--- src/hsp_params.svh ---
/*
 * Constants of the high-voltage serial programming port: frame layout,
 * instruction and command codes, output idle level, fifo sizing.
 * Assumes inclusion by the package and by design files only.
 */
`ifndef HSP_PARAMS_SVH
`define HSP_PARAMS_SVH

// ----------------------------------------------------------------------
// frame layout
// ----------------------------------------------------------------------
`define HSP_FRAME_BITS   4'hB
`define HSP_FRAME_LAST   4'hA
`define HSP_ENTRY_CODE   3'h0
`define HSP_CLK_MIN_NS   220
`define HSP_SYS_CLK_NS   25

// ----------------------------------------------------------------------
// instruction codes on the instruction input
// ----------------------------------------------------------------------
`define HSP_I_LOAD_CMD   8'h4C
`define HSP_I_ADDR_LO    8'h0C
`define HSP_I_ADDR_HI    8'h1C
`define HSP_I_DATA_LO    8'h2C
`define HSP_I_DATA_HI    8'h3C
`define HSP_I_LATCH_FL   8'h7D
`define HSP_I_LATCH_EE   8'h6D
`define HSP_I_ARM        8'h64
`define HSP_I_EXEC       8'h6C
`define HSP_I_RD_LO      8'h68
`define HSP_I_RD_HI      8'h78

// ----------------------------------------------------------------------
// command codes on the data input with the command-load instruction
// ----------------------------------------------------------------------
`define HSP_C_NOP        8'h00
`define HSP_C_ERASE      8'h80
`define HSP_C_WR_FLASH   8'h10
`define HSP_C_RD_FLASH   8'h02
`define HSP_C_WR_EEP     8'h11
`define HSP_C_RD_EEP     8'h03
`define HSP_C_RD_SIG     8'h08

// ----------------------------------------------------------------------
// misc
// ----------------------------------------------------------------------
`define HSP_TX_IDLE      8'hFF
`define HSP_FIFO_DEPTH   32
`endif

--- src/hsp_pkg.sv ---
/*
 * Types shared by the programming port modules.
 * Assumes hsp_params.svh is reachable on the include path.
 */
package hsp_pkg;
`include "hsp_params.svh"

   typedef enum logic [2:0] {
      HSP_OP_ERASE_FLASH, HSP_OP_ERASE_EEP, HSP_OP_ERASE_LOCK,
      HSP_OP_WR_FLASH, HSP_OP_WR_EEP,
      HSP_OP_RD_FLASH, HSP_OP_RD_EEP, HSP_OP_RD_SIG
   } hsp_op_t;

   typedef struct packed {
      logic        valid;
      hsp_op_t     op;
      logic [15:0] addr;
      logic [15:0] wdata;
   } hsp_req_t;

   typedef struct packed {
      logic       valid;
      logic [7:0] data;
      logic [7:0] instr;
   } hsp_frame_t;

   typedef struct packed {
      logic [7:0]  addr;
      logic [15:0] data;
   } hsp_entry_t;
endpackage : hsp_pkg

--- src/hsp_fifo.sv ---
/*
 * Page buffer fifo, width and depth parameters, valid/ready both sides.
 * Assumes both sides run on the same clock.
 */
`timescale 1ns/10ps
module hsp_fifo #(
   parameter int W = 24,
   parameter int D = 32
) (
   input  wire logic         i_sys_clk,
   input  wire logic         i_rst_n,
   input  wire logic         i_flush,
   input  wire logic         i_in_valid,
   output logic              o_in_ready,
   input  wire logic [W-1:0] i_in_data,
   output logic              o_out_valid,
   input  wire logic         i_out_ready,
   output logic [W-1:0]      o_out_data
);
   localparam int AW = $clog2(D);

   typedef struct packed {
      logic [AW:0] wp;
      logic [AW:0] rp;
   } hsp_fifo_st_t;

   hsp_fifo_st_t q, d;
   logic [W-1:0] mem [D];
   logic         push;
   logic         pop;

   assign o_out_valid = (q.wp != q.rp);
   assign o_in_ready  = !((q.wp[AW] != q.rp[AW]) && (q.wp[AW-1:0] == q.rp[AW-1:0]));
   assign o_out_data  = mem[q.rp[AW-1:0]];
   assign push        = i_in_valid && o_in_ready;
   assign pop         = o_out_valid && i_out_ready;

   always_comb begin
      d = q;
      if (push) begin
         d.wp = q.wp + 1'b1;
      end
      if (pop) begin
         d.rp = q.rp + 1'b1;
      end
      if (i_flush) begin
         d = '0;
      end
   end

   always_ff @(posedge i_sys_clk) begin
      if (push) begin
         mem[q.wp[AW-1:0]] <= i_in_data;
      end
   end

   always_ff @(posedge i_sys_clk or negedge i_rst_n) begin
      if (!i_rst_n) begin
         q <= '0;
      end else begin
         q <= d;
      end
   end
endmodule : hsp_fifo

--- src/hsp_frame_rx.sv ---
/*
 * Pin synchroniser and frame receiver for the serial programming link.
 * Assumes the link clock is far slower than the system clock.
 */
`timescale 1ns/10ps
module hsp_frame_rx (
   input  wire logic         i_sys_clk,
   input  wire logic         i_rst_n,
   input  wire logic         i_hv_reset,
   input  wire logic         i_hv_serial_clock_in,
   input  wire logic         i_hv_serial_data_in,
   input  wire logic         i_hv_serial_instr_in,
   input  wire logic         i_hv_serial_data_out,
   output logic              o_hv,
   output logic [2:0]        o_pattern,
   output logic              o_rise,
   output hsp_pkg::hsp_frame_t o_frame
);
   import hsp_pkg::*;

   typedef struct packed {
      logic [4:0]  s1;
      logic [4:0]  s2;
      logic        clk_prev;
      logic [3:0]  cnt;
      logic [10:0] sr_d;
      logic [10:0] sr_i;
      hsp_frame_t  frame;
   } hsp_rx_st_t;

   hsp_rx_st_t q, d;
   logic       rise;

   // s1 feeds s2 only
   assign rise      = q.s2[0] && !q.clk_prev;
   assign o_hv      = q.s2[4];
   assign o_pattern = q.s2[3:1];
   assign o_rise    = rise;
   assign o_frame   = q.frame;

   always_comb begin
      d          = q;
      d.s1       = {i_hv_reset, i_hv_serial_data_out, i_hv_serial_instr_in,
                    i_hv_serial_data_in, i_hv_serial_clock_in};
      d.s2       = q.s1;
      d.clk_prev = q.s2[0];
      d.frame.valid = 1'b0;
      if (!q.s2[4]) begin
         d.cnt = '0;
      end else if (rise) begin
         d.sr_d = {q.sr_d[9:0], q.s2[1]};
         d.sr_i = {q.sr_i[9:0], q.s2[2]};
         if (q.cnt == `HSP_FRAME_LAST) begin
            d.cnt         = '0;
            d.frame.valid = 1'b1;
            d.frame.data  = q.sr_d[8:1];
            d.frame.instr = q.sr_i[8:1];
         end else begin
            d.cnt = q.cnt + 1'b1;
         end
      end
   end

   always_ff @(posedge i_sys_clk or negedge i_rst_n) begin
      if (!i_rst_n) begin
         q <= '0;
      end else begin
         q <= d;
      end
   end
endmodule : hsp_frame_rx

--- src/hsp_prog_port.sv ---
/*
 * Target side of the high-voltage serial programming port: mode entry,
 * instruction decoding, page buffer, erase/program/read sequencing.
 * Assumes a nonvolatile memory controller on the system clock that holds
 * i_nvm_ack high one cycle per finished request and returns read data
 * with that ack, well before the next link clock edge.
 */
// Overview of operation
// - mode entered when data, instruction, output pins read zero at high voltage.
// - mode ends at power down or reset pin back to 0 V.
// - last command and address are kept across operations.
// - erase clears flash, eeprom, then lock bits; fuses untouched.
// - preserve fuse keeps eeprom through chip erase.
// - data output low after third erase instruction, high when done.
// - flash data gathered in a page buffer, page written in one go.
// - flash write: command once, fill buffer, high address, program, poll.
// - eeprom page completion shown by data output rising after second instruction.
// - all serial bits move on the rising programming clock edge.
// - flash read sequences shift addressed low and high bytes out.
// - eeprom read sequence shifts addressed byte out.
// - write-flash command code 0x10 with command-load instruction.
// - read-flash command code 0x02 with command-load instruction.
// - write-eeprom command code 0x11 with command-load instruction.
`timescale 1ns/10ps
module hsp_prog_port #(
   parameter int FIFO_DEPTH = `HSP_FIFO_DEPTH
) (
   input  wire logic            i_sys_clk,
   input  wire logic            i_rst_n,
   input  wire logic            i_hv_reset,
   input  wire logic            i_hv_serial_clock_in,
   input  wire logic            i_hv_serial_data_in,
   input  wire logic            i_hv_serial_instr_in,
   input  wire logic            i_hv_serial_data_out,
   output logic                 o_hv_serial_data_out,
   output logic                 o_hv_serial_data_out_oe,
   output logic                 o_prog_mode,
   input  wire logic            i_eeprom_preserve_fuse,
   output hsp_pkg::hsp_req_t    o_nvm_req,
   input  wire logic            i_nvm_ack,
   input  wire logic [15:0]     i_nvm_rdata
);
   import hsp_pkg::*;

   // ----------------------------------------------------------------------
   // state
   // ----------------------------------------------------------------------
   typedef enum logic [2:0] {
      ST_OFF, ST_IDLE, ST_PUSH, ST_ERASE, ST_PROG, ST_READ
   } hsp_st_t;

   typedef struct packed {
      hsp_st_t    st;
      logic       hv_prev;
      logic       mode;
      logic [7:0] cmd;
      logic [7:0] a_hi;
      logic [7:0] a_lo;
      logic [7:0] d_lo;
      logic [7:0] d_hi;
      logic       armed;
      logic       hi_sel;
      logic       issued;
      logic [1:0] step;
      logic [7:0] tx;
      hsp_entry_t pend;
      hsp_req_t   req;
      logic       txb;
      logic       txb_oe;
   } hsp_port_st_t;

   hsp_port_st_t q, d;

   logic       hv;
   logic [2:0] pattern;
   logic       rise;
   hsp_frame_t frame;
   logic       buf_in_ready;
   logic       buf_out_valid;
   logic       buf_out_ready;
   hsp_entry_t buf_out;
   logic       buf_flush;

   // ----------------------------------------------------------------------
   // link receiver and page buffer
   // ----------------------------------------------------------------------
   hsp_frame_rx u_rx (
      .i_sys_clk            (i_sys_clk),
      .i_rst_n              (i_rst_n),
      .i_hv_reset           (i_hv_reset),
      .i_hv_serial_clock_in (i_hv_serial_clock_in),
      .i_hv_serial_data_in  (i_hv_serial_data_in),
      .i_hv_serial_instr_in (i_hv_serial_instr_in),
      .i_hv_serial_data_out (i_hv_serial_data_out),
      .o_hv                 (hv),
      .o_pattern            (pattern),
      .o_rise               (rise),
      .o_frame              (frame)
   );

   // page buffer drained by the program step, flushed outside mode; stalls on nvm acks
   hsp_fifo #(
      .W ($bits(hsp_entry_t)),
      .D (FIFO_DEPTH)
   ) u_page_buf (
      .i_sys_clk   (i_sys_clk),
      .i_rst_n     (i_rst_n),
      .i_flush     (buf_flush),
      .i_in_valid  (q.st == ST_PUSH),
      .o_in_ready  (buf_in_ready),
      .i_in_data   (q.pend),
      .o_out_valid (buf_out_valid),
      .i_out_ready (buf_out_ready),
      .o_out_data  (buf_out)
   );

   assign buf_out_ready = (q.st == ST_PROG) && !q.req.valid;
   assign buf_flush     = !q.mode;

   // ----------------------------------------------------------------------
   // outputs
   // ----------------------------------------------------------------------
   assign o_hv_serial_data_out    = q.txb;
   assign o_hv_serial_data_out_oe = q.txb_oe;
   assign o_prog_mode             = q.mode;
   assign o_nvm_req               = q.req;

   // ----------------------------------------------------------------------
   // sequencing
   // ----------------------------------------------------------------------
   always_comb begin
      d         = q;
      d.hv_prev = hv;
      if (q.req.valid && i_nvm_ack) begin
         d.req.valid = 1'b0;
      end

      // output bits advance on the same edges that shift the inputs in
      if (rise && q.mode) begin
         d.tx = {q.tx[6:0], 1'b1};
      end

      case (q.st)
         ST_OFF: begin
            if (hv && !q.hv_prev) begin
               // pattern sampled as high voltage is seen; pins must
               // already be stable, the programmer holds them on
               d.mode = (pattern == `HSP_ENTRY_CODE);
               d.st   = d.mode ? ST_IDLE : ST_OFF;
               d.tx   = `HSP_TX_IDLE;
               d.cmd  = `HSP_C_NOP;
            end
         end

         ST_IDLE: begin
            if (frame.valid) begin
               d.armed = (frame.instr == `HSP_I_ARM);
               case (frame.instr)
                  `HSP_I_LOAD_CMD: d.cmd  = frame.data;
                  `HSP_I_ADDR_LO:  d.a_lo = frame.data;
                  `HSP_I_ADDR_HI:  d.a_hi = frame.data;
                  `HSP_I_DATA_LO:  d.d_lo = frame.data;
                  `HSP_I_DATA_HI:  d.d_hi = frame.data;
                  `HSP_I_LATCH_FL: begin
                     if (q.cmd == `HSP_C_WR_FLASH) begin
                        d.pend = '{addr: q.a_lo, data: {q.d_hi, q.d_lo}};
                        d.st   = ST_PUSH;
                     end
                  end
                  `HSP_I_LATCH_EE: begin
                     if (q.cmd == `HSP_C_WR_EEP) begin
                        d.pend = '{addr: q.a_lo, data: {8'h00, q.d_lo}};
                        d.st   = ST_PUSH;
                     end
                  end
                  `HSP_I_EXEC: begin
                     if (q.armed) begin
                        case (q.cmd)
                           `HSP_C_ERASE: begin
                              d.st   = ST_ERASE;
                              d.step = 2'h0;
                           end
                           `HSP_C_WR_FLASH, `HSP_C_WR_EEP: begin
                              d.st = ST_PROG;
                           end
                           default: begin
                              d.st = ST_IDLE;
                           end
                        endcase
                     end
                  end
                  `HSP_I_RD_LO, `HSP_I_RD_HI: begin
                     if (q.cmd == `HSP_C_RD_FLASH || q.cmd == `HSP_C_RD_EEP ||
                         q.cmd == `HSP_C_RD_SIG) begin
                        d.hi_sel = (frame.instr == `HSP_I_RD_HI);
                        d.issued = 1'b0;
                        d.st     = ST_READ;
                     end
                  end
                  default: begin
                     d.st = ST_IDLE;
                  end
               endcase
            end
         end

         // waits here while the buffer is full instead of losing the word
         ST_PUSH: begin
            if (buf_in_ready) begin
               d.st = ST_IDLE;
            end
         end

         // next step only once the previous request is acknowledged, so
         // lock bits clear after the flash erase has fully finished
         ST_ERASE: begin
            if (!q.req.valid) begin
               case (q.step)
                  2'h0: begin
                     d.req  = '{valid: 1'b1, op: HSP_OP_ERASE_FLASH, addr: '0, wdata: '0};
                     d.step = 2'h1;
                  end
                  2'h1: begin
                     if (!i_eeprom_preserve_fuse) begin
                        d.req = '{valid: 1'b1, op: HSP_OP_ERASE_EEP, addr: '0, wdata: '0};
                     end
                     d.step = 2'h2;
                  end
                  2'h2: begin
                     d.req  = '{valid: 1'b1, op: HSP_OP_ERASE_LOCK, addr: '0, wdata: '0};
                     d.step = 2'h3;
                  end
                  default: begin
                     d.st = ST_IDLE;
                     d.tx = `HSP_TX_IDLE;
                  end
               endcase
            end
         end

         ST_PROG: begin
            if (!q.req.valid) begin
               if (buf_out_valid) begin
                  d.req.valid = 1'b1;
                  d.req.op    = (q.cmd == `HSP_C_WR_FLASH) ? HSP_OP_WR_FLASH : HSP_OP_WR_EEP;
                  d.req.addr  = {q.a_hi, buf_out.addr};
                  d.req.wdata = buf_out.data;
               end else begin
                  d.st = ST_IDLE;
                  d.tx = `HSP_TX_IDLE;
               end
            end
         end

         ST_READ: begin
            if (!q.issued) begin
               d.issued    = 1'b1;
               d.req.valid = 1'b1;
               d.req.wdata = '0;
               d.req.addr  = {q.a_hi, q.a_lo};
               case (q.cmd)
                  `HSP_C_RD_FLASH: d.req.op = HSP_OP_RD_FLASH;
                  `HSP_C_RD_EEP:   d.req.op = HSP_OP_RD_EEP;
                  default:         d.req.op = HSP_OP_RD_SIG;
               endcase
            end else if (i_nvm_ack) begin
               d.issued = 1'b0;
               d.tx     = q.hi_sel ? i_nvm_rdata[15:8] : i_nvm_rdata[7:0];
               d.st     = ST_IDLE;
            end
         end

         default: begin
            d.st = ST_OFF;
         end
      endcase

      // leaving high voltage drops the mode whatever is in flight
      if (!hv) begin
         d.st     = ST_OFF;
         d.mode   = 1'b0;
         d.armed  = 1'b0;
         d.issued = 1'b0;
         d.req    = '0;
      end

      // pin is driven only in mode; low while busy
      d.txb_oe = d.mode;
      d.txb    = (d.st == ST_ERASE || d.st == ST_PROG) ? 1'b0 : d.tx[7];
   end

   always_ff @(posedge i_sys_clk or negedge i_rst_n) begin
      if (!i_rst_n) begin
         q    <= '0;
         q.st <= ST_OFF;
         q.tx <= `HSP_TX_IDLE;
      end else begin
         q <= d;
      end
   end
endmodule : hsp_prog_port

--- config.mk ---
export PLATFORM = sky130hd
export DESIGN_NAME = hsp_prog_port
export DESIGN_NICKNAME = d
export VERILOG_FILES = /design/src/hsp_pkg.sv /design/src/hsp_fifo.sv /design/src/hsp_frame_rx.sv /design/src/hsp_prog_port.sv
export VERILOG_INCLUDE_DIRS = /design/src
export SDC_FILE = /design/constraint.sdc
export NUM_CORES = 1
export LEC_CHECK = 0
export BUFFER_PORTS_ARGS = -buffer_cell sky130_fd_sc_hd__buf_2
export CAP_MARGIN = 20
export CORE_ASPECT_RATIO = 1.25
export CORE_UTILIZATION = 40
export CTS_CLUSTER_DIAMETER = 40
export DETAILED_ROUTE_END_ITERATION = 6
export PLACE_DENSITY_LB_ADDON = 0.05
export SLEW_MARGIN = 20
export SYNTH_ARGS = -nofsm -noshare
export SYNTH_HDL_FRONTEND = slang
export SYNTH_HIERARCHICAL = 1
export SYNTH_SLANG_ARGS = --single-unit
--- constraint.sdc ---
create_clock -name i_sys_clk -period 3.8 [get_ports i_sys_clk]
set_clock_uncertainty 0.1 [all_clocks]
set_input_delay 1.14 -clock i_sys_clk [delete_from_list [all_inputs] [get_ports i_sys_clk]]
set_output_delay 1.14 -clock i_sys_clk [all_outputs]
set_load 0.02 [all_outputs]
# ---- Word level (Yosys, flattened, before mapping)
# Memory sizes are Yosys's and may differ from the RTL's.
# Index checks and enable logic that the tools add are counted.
dict set report classes {
  n_addsub 3
  eq_ne 58
  n_mux 76
  n_reduce_logical 39
}
# operator count
set op_table {}
lappend op_table {{$mux W36} 6}
lappend op_table {{$pmux W36 S3} 2}
lappend op_table {{$mux W8} 13}
lappend op_table {{$eq A8 B7 Y1 const B} 7}
lappend op_table {{$mux W24} 2}
lappend op_table {{$pmux W24 S2} 1}
lappend op_table {{$mux W3} 15}
lappend op_table {{$mux W45} 1}
lappend op_table {{$mux W43} 1}
lappend op_table {{$mux W17} 2}
lappend op_table {{$pmux W8 S4} 1}
lappend op_table {{$eq A8 B5 Y1 const B} 3}
lappend op_table {{$ne A3 B3 Y1 const B} 7}
lappend op_table {{$ne A2 B2 Y1 const B} 10}
lappend op_table {{$pmux W3 S6} 1}
lappend op_table {{$eq A8 B2 Y1 const B} 2}
lappend op_table {{$eq A8 B4 Y1 const B} 2}
lappend op_table {{$eq A8 B6 Y1 const B} 2}
lappend op_table {{$pmux W8 S2} 1}
lappend op_table {{$pmux W3 S5} 1}
lappend op_table {{$reduce_and A3 Y1} 5}
lappend op_table {{$reduce_and A7 Y1} 2}
lappend op_table {{$add A6 B1 Y6 const B} 2}
lappend op_table {{$mux W12} 1}
lappend op_table {{38 further kinds} 86}
dict set report word_totals {
  register_bits 185
  ram_bits 768
  out_inout_bits 39
  elab_cells 208
  n_memories 1
}
# name words width rd rd_ports_with_merged_regs wr line_no
set mem_list {}
lappend mem_list {u_page_buf.mem 32 24 1 0 1 hsp_fifo.sv:28} ;# logic [W-1:0] mem [D];

# ---- Longest topological paths before layout
# Gate-level depths: netlist (run 1).
dict set report logic_depth {
  ltp_word 11
  depth_mapped 11
  ltp_nobuf 9
}

# ---- Cells and area by module
# Netlist (run 1), hierarchy kept.
# module n_inst cells_each area_each_um2 seq_area_each_um2
set modules_own_cells {}
lappend modules_own_cells {hsp_fifo 1 1718 30476.7 23362.4}
lappend modules_own_cells {hsp_prog_port 1 527 5839.4 2987.9}
lappend modules_own_cells {hsp_frame_rx 1 131 1980.6 1251.2}

# ---- Least setup slack after synthesis (run 1)
# OpenSTA, ideal clock, no wires.
dict set report synth_path {
  path_kind {register to register}
  start {register u_page_buf/q[0] (netlist name)}
  end {memory u_page_buf.mem[22][0] (enable)}
  t_arrival_ns 2.318
  required_time_ns 3.295
  setup_slack_ns 0.977
  path_stages_with_launch 7
  path_buffers 1
  synth_period_minus_slack_ns 2.823
  cell_sequence {dfrtp_1 -> buf_4 -> xor2_1 -> nor3_4 -> a21boi_2 -> nand2_1 -> nor2_1}
}
dict set report synth_via {
  elab_chain_len 6
}
# item line_no
set synth_lines {}
lappend synth_lines {{from (decl)} hsp_fifo.sv:27} ;# hsp_fifo_st_t q, d;
lappend synth_lines {{from (signal assigned)} hsp_fifo.sv:59} ;# q <= '0;
lappend synth_lines {{from (signal assigned)} hsp_fifo.sv:61} ;# q <= d;
lappend synth_lines {{$eq A5 B5 Y1} hsp_fifo.sv:33} ;# assign o_in_ready = !((q.wp[AW] != q.rp[AW]) && (q.wp[AW-1:0] == q.rp[AW-1:0]));
lappend synth_lines {{$logic_and A1 B1 Y1} hsp_fifo.sv:33}
lappend synth_lines {{$logic_not A1 Y1} hsp_fifo.sv:33}
lappend synth_lines {{$logic_and A1 B1 Y1} hsp_fifo.sv:35} ;# assign push = i_in_valid && o_in_ready;
lappend synth_lines {{$mux W1} hsp_fifo.sv:52} ;# if (push) begin
lappend synth_lines {{$mux W1 (not written as such)} hsp_fifo.sv:53} ;# mem[q.wp[AW-1:0]] <= i_in_data;
lappend synth_lines {{to (decl)} hsp_fifo.sv:28}
# No other way between the ends.

# ---- Worst setup path after layout (run 1)
dict set report layout_path {
  start {register u_page_buf/q[0] (netlist name)}
  end {register q, in the netlist o_nvm_req[34]}
}
dict set report layout_via {
  elab_chain_len 3
}
# item line_no
set layout_lines {}
lappend layout_lines {{$ne A6 B6 Y1} hsp_fifo.sv:32} ;# assign o_out_valid = (q.wp != q.rp);
lappend layout_lines {{named net buf_out_valid} hsp_prog_port.sv:79} ;# logic buf_out_valid;
lappend layout_lines {{$ne A3 B2 Y1 (no line)} -}
lappend layout_lines {{$reduce_and A7 Y1 (no line)} -}
lappend layout_lines {{to (decl)} hsp_prog_port.sv:72} ;# hsp_port_st_t q, d;
# The timed path passes the listed nets, and every way through them passes these cells.
# A chain may end at the register's enable or synchronous reset.

==> flow_summary.json, run 1 <==
{
  "synth-xor-area-share_pct": 0.3627,
  "synthAdderAreaFrac_pct": 0.3594,
  "drtIter0Drc": 1359,
  "peakVddDrop_v": 0.0003550,
  "ctsResizeCount": 0,
  "drive_gt1_share_pct": 21.37,
  "antenna_found_initial": 5,
  "portBuffers": 63,
  "initial_core_util_pct": 40.49,
  "grt_util_all_layers_pct": 22.08,
  "fill_cells": 8214,
  "cp_top_family": "simple AND/OR/NAND/NOR gates",
  "yosys.area.top_type_share_pct": 60.22,
  "async_flop_share_pct": 19.07,
  "cts.hold.buffers_added": 0,
  "synth_compound_area_share_pct": 6.008,
  "cp_common_cell": "nand2_1",
  "synth-main-ff-cell": "edfxtp_1",
  "root_buffer": "clkbuf_16",
  "die_w_um": 278.8,
  "vias_per_cell": 5.518,
  "synthSimpleGateAreaFrac_pct": 5.156,
  "post-cts-setup-buffer-count": 0,
  "gp_congestion": 0.8144,
  "core_sq_mm": 0.09459,
  "dieHeight_um": 347.9,
  "drc": 0,
  "clk_latency_ps": 720,
  "period_needed_ps": 3188,
  "cp.required_ps": 4360,
  "synth_top_family_by_area": "multiplexers",
  "io_pins": 64,
  "synth_edf_count": 768,
  "syn_avg_cell_area_sq_um": 16.12,
  "hold_class": "primary input to asynchronous set/reset pin",
  "slew_headroom_pct": 28.11,
  "cp_num_buf_inv": 1,
  "start_kind": "register",
  "vias": 21013,
  "grt_pass1_vias": 21846,
  "cts.sinks": 949,
  "synth_cells": 2376,
  "die-area_sq_mm": 0.09699,
  "cts.path.max_buffers": 3,
  "placementRows": 126,
  "finalHoldViolCount": 0,
  "tightestPinTransition_ps": 1078,
  "grt_start_max_net_pins": 85,
  "crit_fanout": 19,
  "fin_crit_sh_pct": 83.90,
  "crit_path_cell_trace": "xor2_1 > nor3_4 > nand2_1 > nand2_1 > nand2_1 > a21oi_1 > and2_2 > buf_4 > a22o_1",
  "area_growth_pct": 16.72,
  "nets": 2521,
  "syn-num-nets": 2412,
  "status": "completed",
  "max_stage_delay_ps": 630,
  "rr_startpoint": "u_page_buf/q[0]",
  "crit_path_start": "u_page_buf/q[0]",
  "clk_pin_slew_ps": 60,
  "synth_seq_cells": 949,
  "p_leak_nw": 13.27,
  "synth_area_leader_cell": "edfxtp_1",
  "critPathArrivalTime_ps": 3750,
  "setup.worst_path.class": "register to register",
  "antenna_cells": 0,
  "power_density_mw_per_mm2": 526.0,
  "htreeDepth": 4,
  "grt_pass1_wl_mm": 153.2,
  "cts_tree": "yes",
  "setup_viol": 0,
  "yosys-top-cells-area": "edfxtp_1 60%, dfrtp_1 11%, mux2i_1 10%",
  "grt-ovfl-total": 0,
  "cts-buffers-inserted": 130,
  "post_dp_cell_area_sq_mm": 0.04032,
  "slew_violations": 0,
  "routed_wl_mm": 105.7,
  "dp_hpwl_mm": 65.96,
  "ys_warn_count": 6,
  "syn-cell-area_sq_mm": 0.03830,
  "fmax_mhz": 313.6,
  "seq_area_frac_synth_pct": 72.07,
  "maxCapViolCount": 0,
  "synth_cell_types": 78,
  "setup_tns_ps": 0,
  "wl_per_cell_um": 27.75,
  "cpMaxStageDelayCell": "dfrtp_4",
  "worstSetupEndpointType": "register",
  "synthMuxAreaShare_pct": 12.88,
  "finalInstanceArea_sq_mm": 0.04470,
  "ant_nets": 0,
  "rsz0062_at_grt": "no",
  "dr.pass1.iters": 7
}
-- stage by stage --
step                power, W  instances  hold slack (ps)  util [%]  setup slack, ps
global placement     0.01165       3569            233.7     42.62            626.2
floorplan            0.01154       2376            231.2         -            976.9
global route         0.02420       3808            235.3     47.26            394.0
CTS                  0.02377       3808            193.4     47.25            639.4
detailed placement   0.01166       3569            235.5     42.63            634.4
finish               0.02351       3808            245.0     47.26            611.7
-- layout make-up --
type / instances / area [sq um] / area share [%]
sequential: 949 / 27620 / 61.80
multi-input combinational: 1205 / 9756 / 21.82
timing repair buffer: 168 / 1313 / 2.936
clock buffer: 150 / 3442 / 7.700
clock inverter: 89 / 929.6 / 2.080
inverter: 31 / 116.4 / 0.2603
tap: 1216 / 1521 / 3.404
-- cells by family (layout without fill, tap and decap cells) --
logic type      after synthesis  in the layout
flops                       949            949
xor+xnor                     15             15
simple gates                380            380
compound gates              317            317
fa+ha+maj                    11             11
buf+inv                     222            438
mux                         482            482
-- worst paths after layout --
kind / slack (ps) / cells after the start / to
min in group i_sys_clk: 250 / 0 / u_rx/o_pattern[1]
min reg2reg: 240 / 0 / u_rx/o_pattern[1]
min: 240 / 1 / q[48]
max reg2reg: 610 / 9 / o_nvm_req[34]
max: 610 / 9 / o_nvm_req[34]
max in group asynchronous: 2530 / 2 / q[47]
-- cells in the final DEF (no fill, tap or decap), types with 6 or more instances in the layout --
cell type     n
nand2b_1      7
edfxtp_1    768
xor2_1        6
clkinv_1      7
mux2i_1     397
a22o_1       25
ha_1         11
clkbuf_16   133
inv_6        17
nand3b_1      6
mux2_2       75
xnor2_1       8
a21oi_1      45
clkinv_2     15
nor2_1       27
nor3_1       10
and2_1        7
mux2_1       10
nor2b_1       8
buf_2        62
clkinvlp_4   23
nor2_4       32
clkinv_4      7
bufinv_16    11
clkbuf_8      6
inv_1        31
o21ai_0      24
dfstp_2       8
o2bb2ai_1    10
dfrtp_2      15
or3_1         6
nand3_1     129
nand4_1      28
buf_12       16
buf_4        89
clkbuf_1     12
nand2_1      80
dfrtp_1     157
a22oi_1     178
-- sequential cells by signal, summed over array words and instances (netlist names) --
signal,cells
o_hv_serial_data_out_oe,1
u_rx/q,23
o_nvm_req,36
u_page_buf/q,12
u_page_buf/mem,768
q,81
o_hv_serial_data_out,1
u_rx/o_pattern,3
u_rx/o_frame,17
u_rx/o_hv,1
u_rx/d,6
-- report_power, final --
part | switching [W] | internal, W | leakage, nW
combinational | 0.0000966 | 0.0000849 | 3.49
sequential | 0.0000631 | 0.0112 | 7.70
clock | 0.00471 | 0.00736 | 2.08
-- per-layer routing --
metal  vias up  part of all wire, %  track usage [%]
li1       9419                    -                -
met1     10919                   43            28.29
met2       519                   50            37.54
met3       154                  4.5            4.221
met4         2                  2.7            7.277
met5         -                0.012                0
-- cell usage after synthesis, drive strengths merged (7+ instances only) --
master,instances
and2,9
clkbuf,51
o21ai,25
nor2,64
nor2b,11
nand4,28
nand3b,7
mux2,85
mux2i,397
buf,140
nand3,129
ha,11
edfxtp,768
inv,31
dfstp,8
a22oi,178
o2bb2ai,10
a22o,25
a21oi,47
xor2,7
nand2b,7
nor3,14
nand2,80
dfrtp,173
xnor2,8
Note: power is estimated with default switching activity, not from simulation.
==> run 2: changes to the inputs <==
==> constraint.sdc (replaced) <==
create_clock -name i_sys_clk -period 2.9 [get_ports i_sys_clk]
set_clock_uncertainty 0.1 [all_clocks]
set_input_delay 0.87 -clock i_sys_clk [delete_from_list [all_inputs] [get_ports i_sys_clk]]
set_output_delay 0.87 -clock i_sys_clk [all_outputs]
set_load 0.02 [all_outputs]
==> flow_summary.json, run 2 (same netlist as run 1, synthesis figures left out) <==
{
  "status": "completed",
  "power_density_mw_per_mm2": 691.6,
  "drtIter0Drc": 1497,
  "grt-ovfl-total": 0,
  "fmax_mhz": 364.1,
  "cts.hold.buffers_added": 0,
  "final_cell_mix": "768 x edfxtp_1, 397 x mux2i_1, 178 x a22oi_1",
  "cp.required_ps": 3380,
  "hold_class": "primary input to asynchronous set/reset pin",
  "routed_wl_mm": 104.8,
  "final_common_cell": "edfxtp_1",
  "ctsResizeCount": 0,
  "rr_startpoint": "u_page_buf/q[0]",
  "cts_tree": "yes",
  "crit_fanout": 87,
  "post_dp_cell_area_sq_mm": 0.04079,
  "post-cts-setup-buffer-count": 0,
  "portBuffers": 63,
  "rr_worst_depth": 9,
  "nets": 2563,
  "gp_congestion": 0.7950,
  "r2r_end": "o_nvm_req[20]",
  "clk_latency_ps": 700,
  "drive_gt1_share_pct": 21.83,
  "core_sq_mm": 0.09459,
  "tightestPinTransition_ps": 1086,
  "die-area_sq_mm": 0.09699,
  "setup_viol": 0,
  "grt_start_max_net_pins": 88,
  "grt_pass1_vias": 22008,
  "area_growth_pct": 18.33,
  "io_pins": 64,
  "antenna_found_initial": 3,
  "place_ws_ps": 192.5,
  "rsz0062_at_grt": "no",
  "clk_pin_slew_ps": 50,
  "drc": 0,
  "cts.path.max_buffers": 3,
  "worstSetupEndpointType": "register",
  "p_leak_nw": 13.65,
  "finalHoldViolCount": 0,
  "placementRows": 126,
  "slew_violations": 0,
  "maxCapViolCount": 0,
  "grt_pass1_wl_mm": 152.9,
  "grt_util_all_layers_pct": 21.92,
  "cts.sinks": 949,
  "peakVddDrop_v": 0.0004720,
  "dieHeight_um": 347.9,
  "wl_per_cell_um": 27.23,
  "vias_per_cell": 5.483,
  "root_buffer": "clkbuf_16",
  "timing.final.ws_setup_ps": 153.9,
  "period_needed_ps": 2746,
  "htreeDepth": 4,
  "ant_nets": 0,
  "vias": 21093,
  "initial_core_util_pct": 40.49,
  "dp_hpwl_mm": 63.34,
  "cts-buffers-inserted": 133,
  "dr.pass1.iters": 5,
  "setup.worst_path.class": "register to register",
  "reg2reg_setup_slack_ps": 150,
  "fin_crit_sh_pct": 94.69,
  "largest_reg_flops": 768,
  "start_kind": "register",
  "die_w_um": 278.8,
  "critPathArrivalTime_ps": 3230,
  "finalInstanceArea_sq_mm": 0.04531,
  "slew_headroom_pct": 27.60,
  "setup_tns_ps": 0,
  "crit_path_start": "u_page_buf/q[0]"
}
-- run 2: routing by layer --
layer / part of all wire, % / up-vias / track usage, % / wire (um)
li1: - / 9492 / - / -
met1: 43 / 11000 / 27.93 / 45090
met2: 51 / 429 / 37.72 / 53100
met3: 3.2 / 172 / 3.275 / 3364
met4: 3.1 / 0 / 8.118 / 3203
met5: 0 / - / 0 / 0
-- run 2: layout make-up --
class / instances / area, sq um
sequential: 949 / 27610
tap: 1216 / 1521
fill: 8135 / 49280
clock buffer: 160 / 3650
timing repair buffer: 207 / 1793
clock inverter: 78 / 865.8
multi-input combinational: 1205 / 9756
inverter: 31 / 116.4
antenna: 1 / 2.502
-- run 2: worst max path at each step --
stage	end	slack, ps	cells past startpoint
after global routing	o_hv_serial_data_out	10	6
after detailed placement	o_nvm_req[20]	190	9
after CTS	o_nvm_req[20]	190	9
after floorplan	u_page_buf/mem[22][0]	80	6
final	o_nvm_req[20]	150	9
after global placement	o_nvm_req[20]	210	9
-- run 2: per-stage QoR --
stage | power, W | instances | utilization [%] | hold slack [ps]
6_report | 0.03134 | 3847 | 47.91 | 59.88
5_1_grt | 0.03228 | 3846 | 47.90 | 65.54
4_1_cts | 0.03172 | 3846 | 47.90 | 34.58
3_5_place_dp | 0.01529 | 3608 | 43.12 | 235.5
3_3_place_gp | 0.01528 | 3606 | 43.08 | 231.5
2_1_floorplan | 0.01513 | 2376 | - | 231.2
-- run 2: critical path, cell delays in order (launching register included) --
cell and delay (ps):
dfrtp_4 420, buf_12 160, buf_4 260, buf_12 510, mux2i_1 250, a22oi_1 110
nand3_1 160, nand4_1 210, a22oi_1 250, o2bb2ai_1 80
-- run 2: power by group --
part,total [W],switching [W],internal (W)
Clock,0.0163,0.00599,0.0103
Sequential,0.0148,0.0000795,0.0147
Combinational,0.000254,0.000136,0.000118
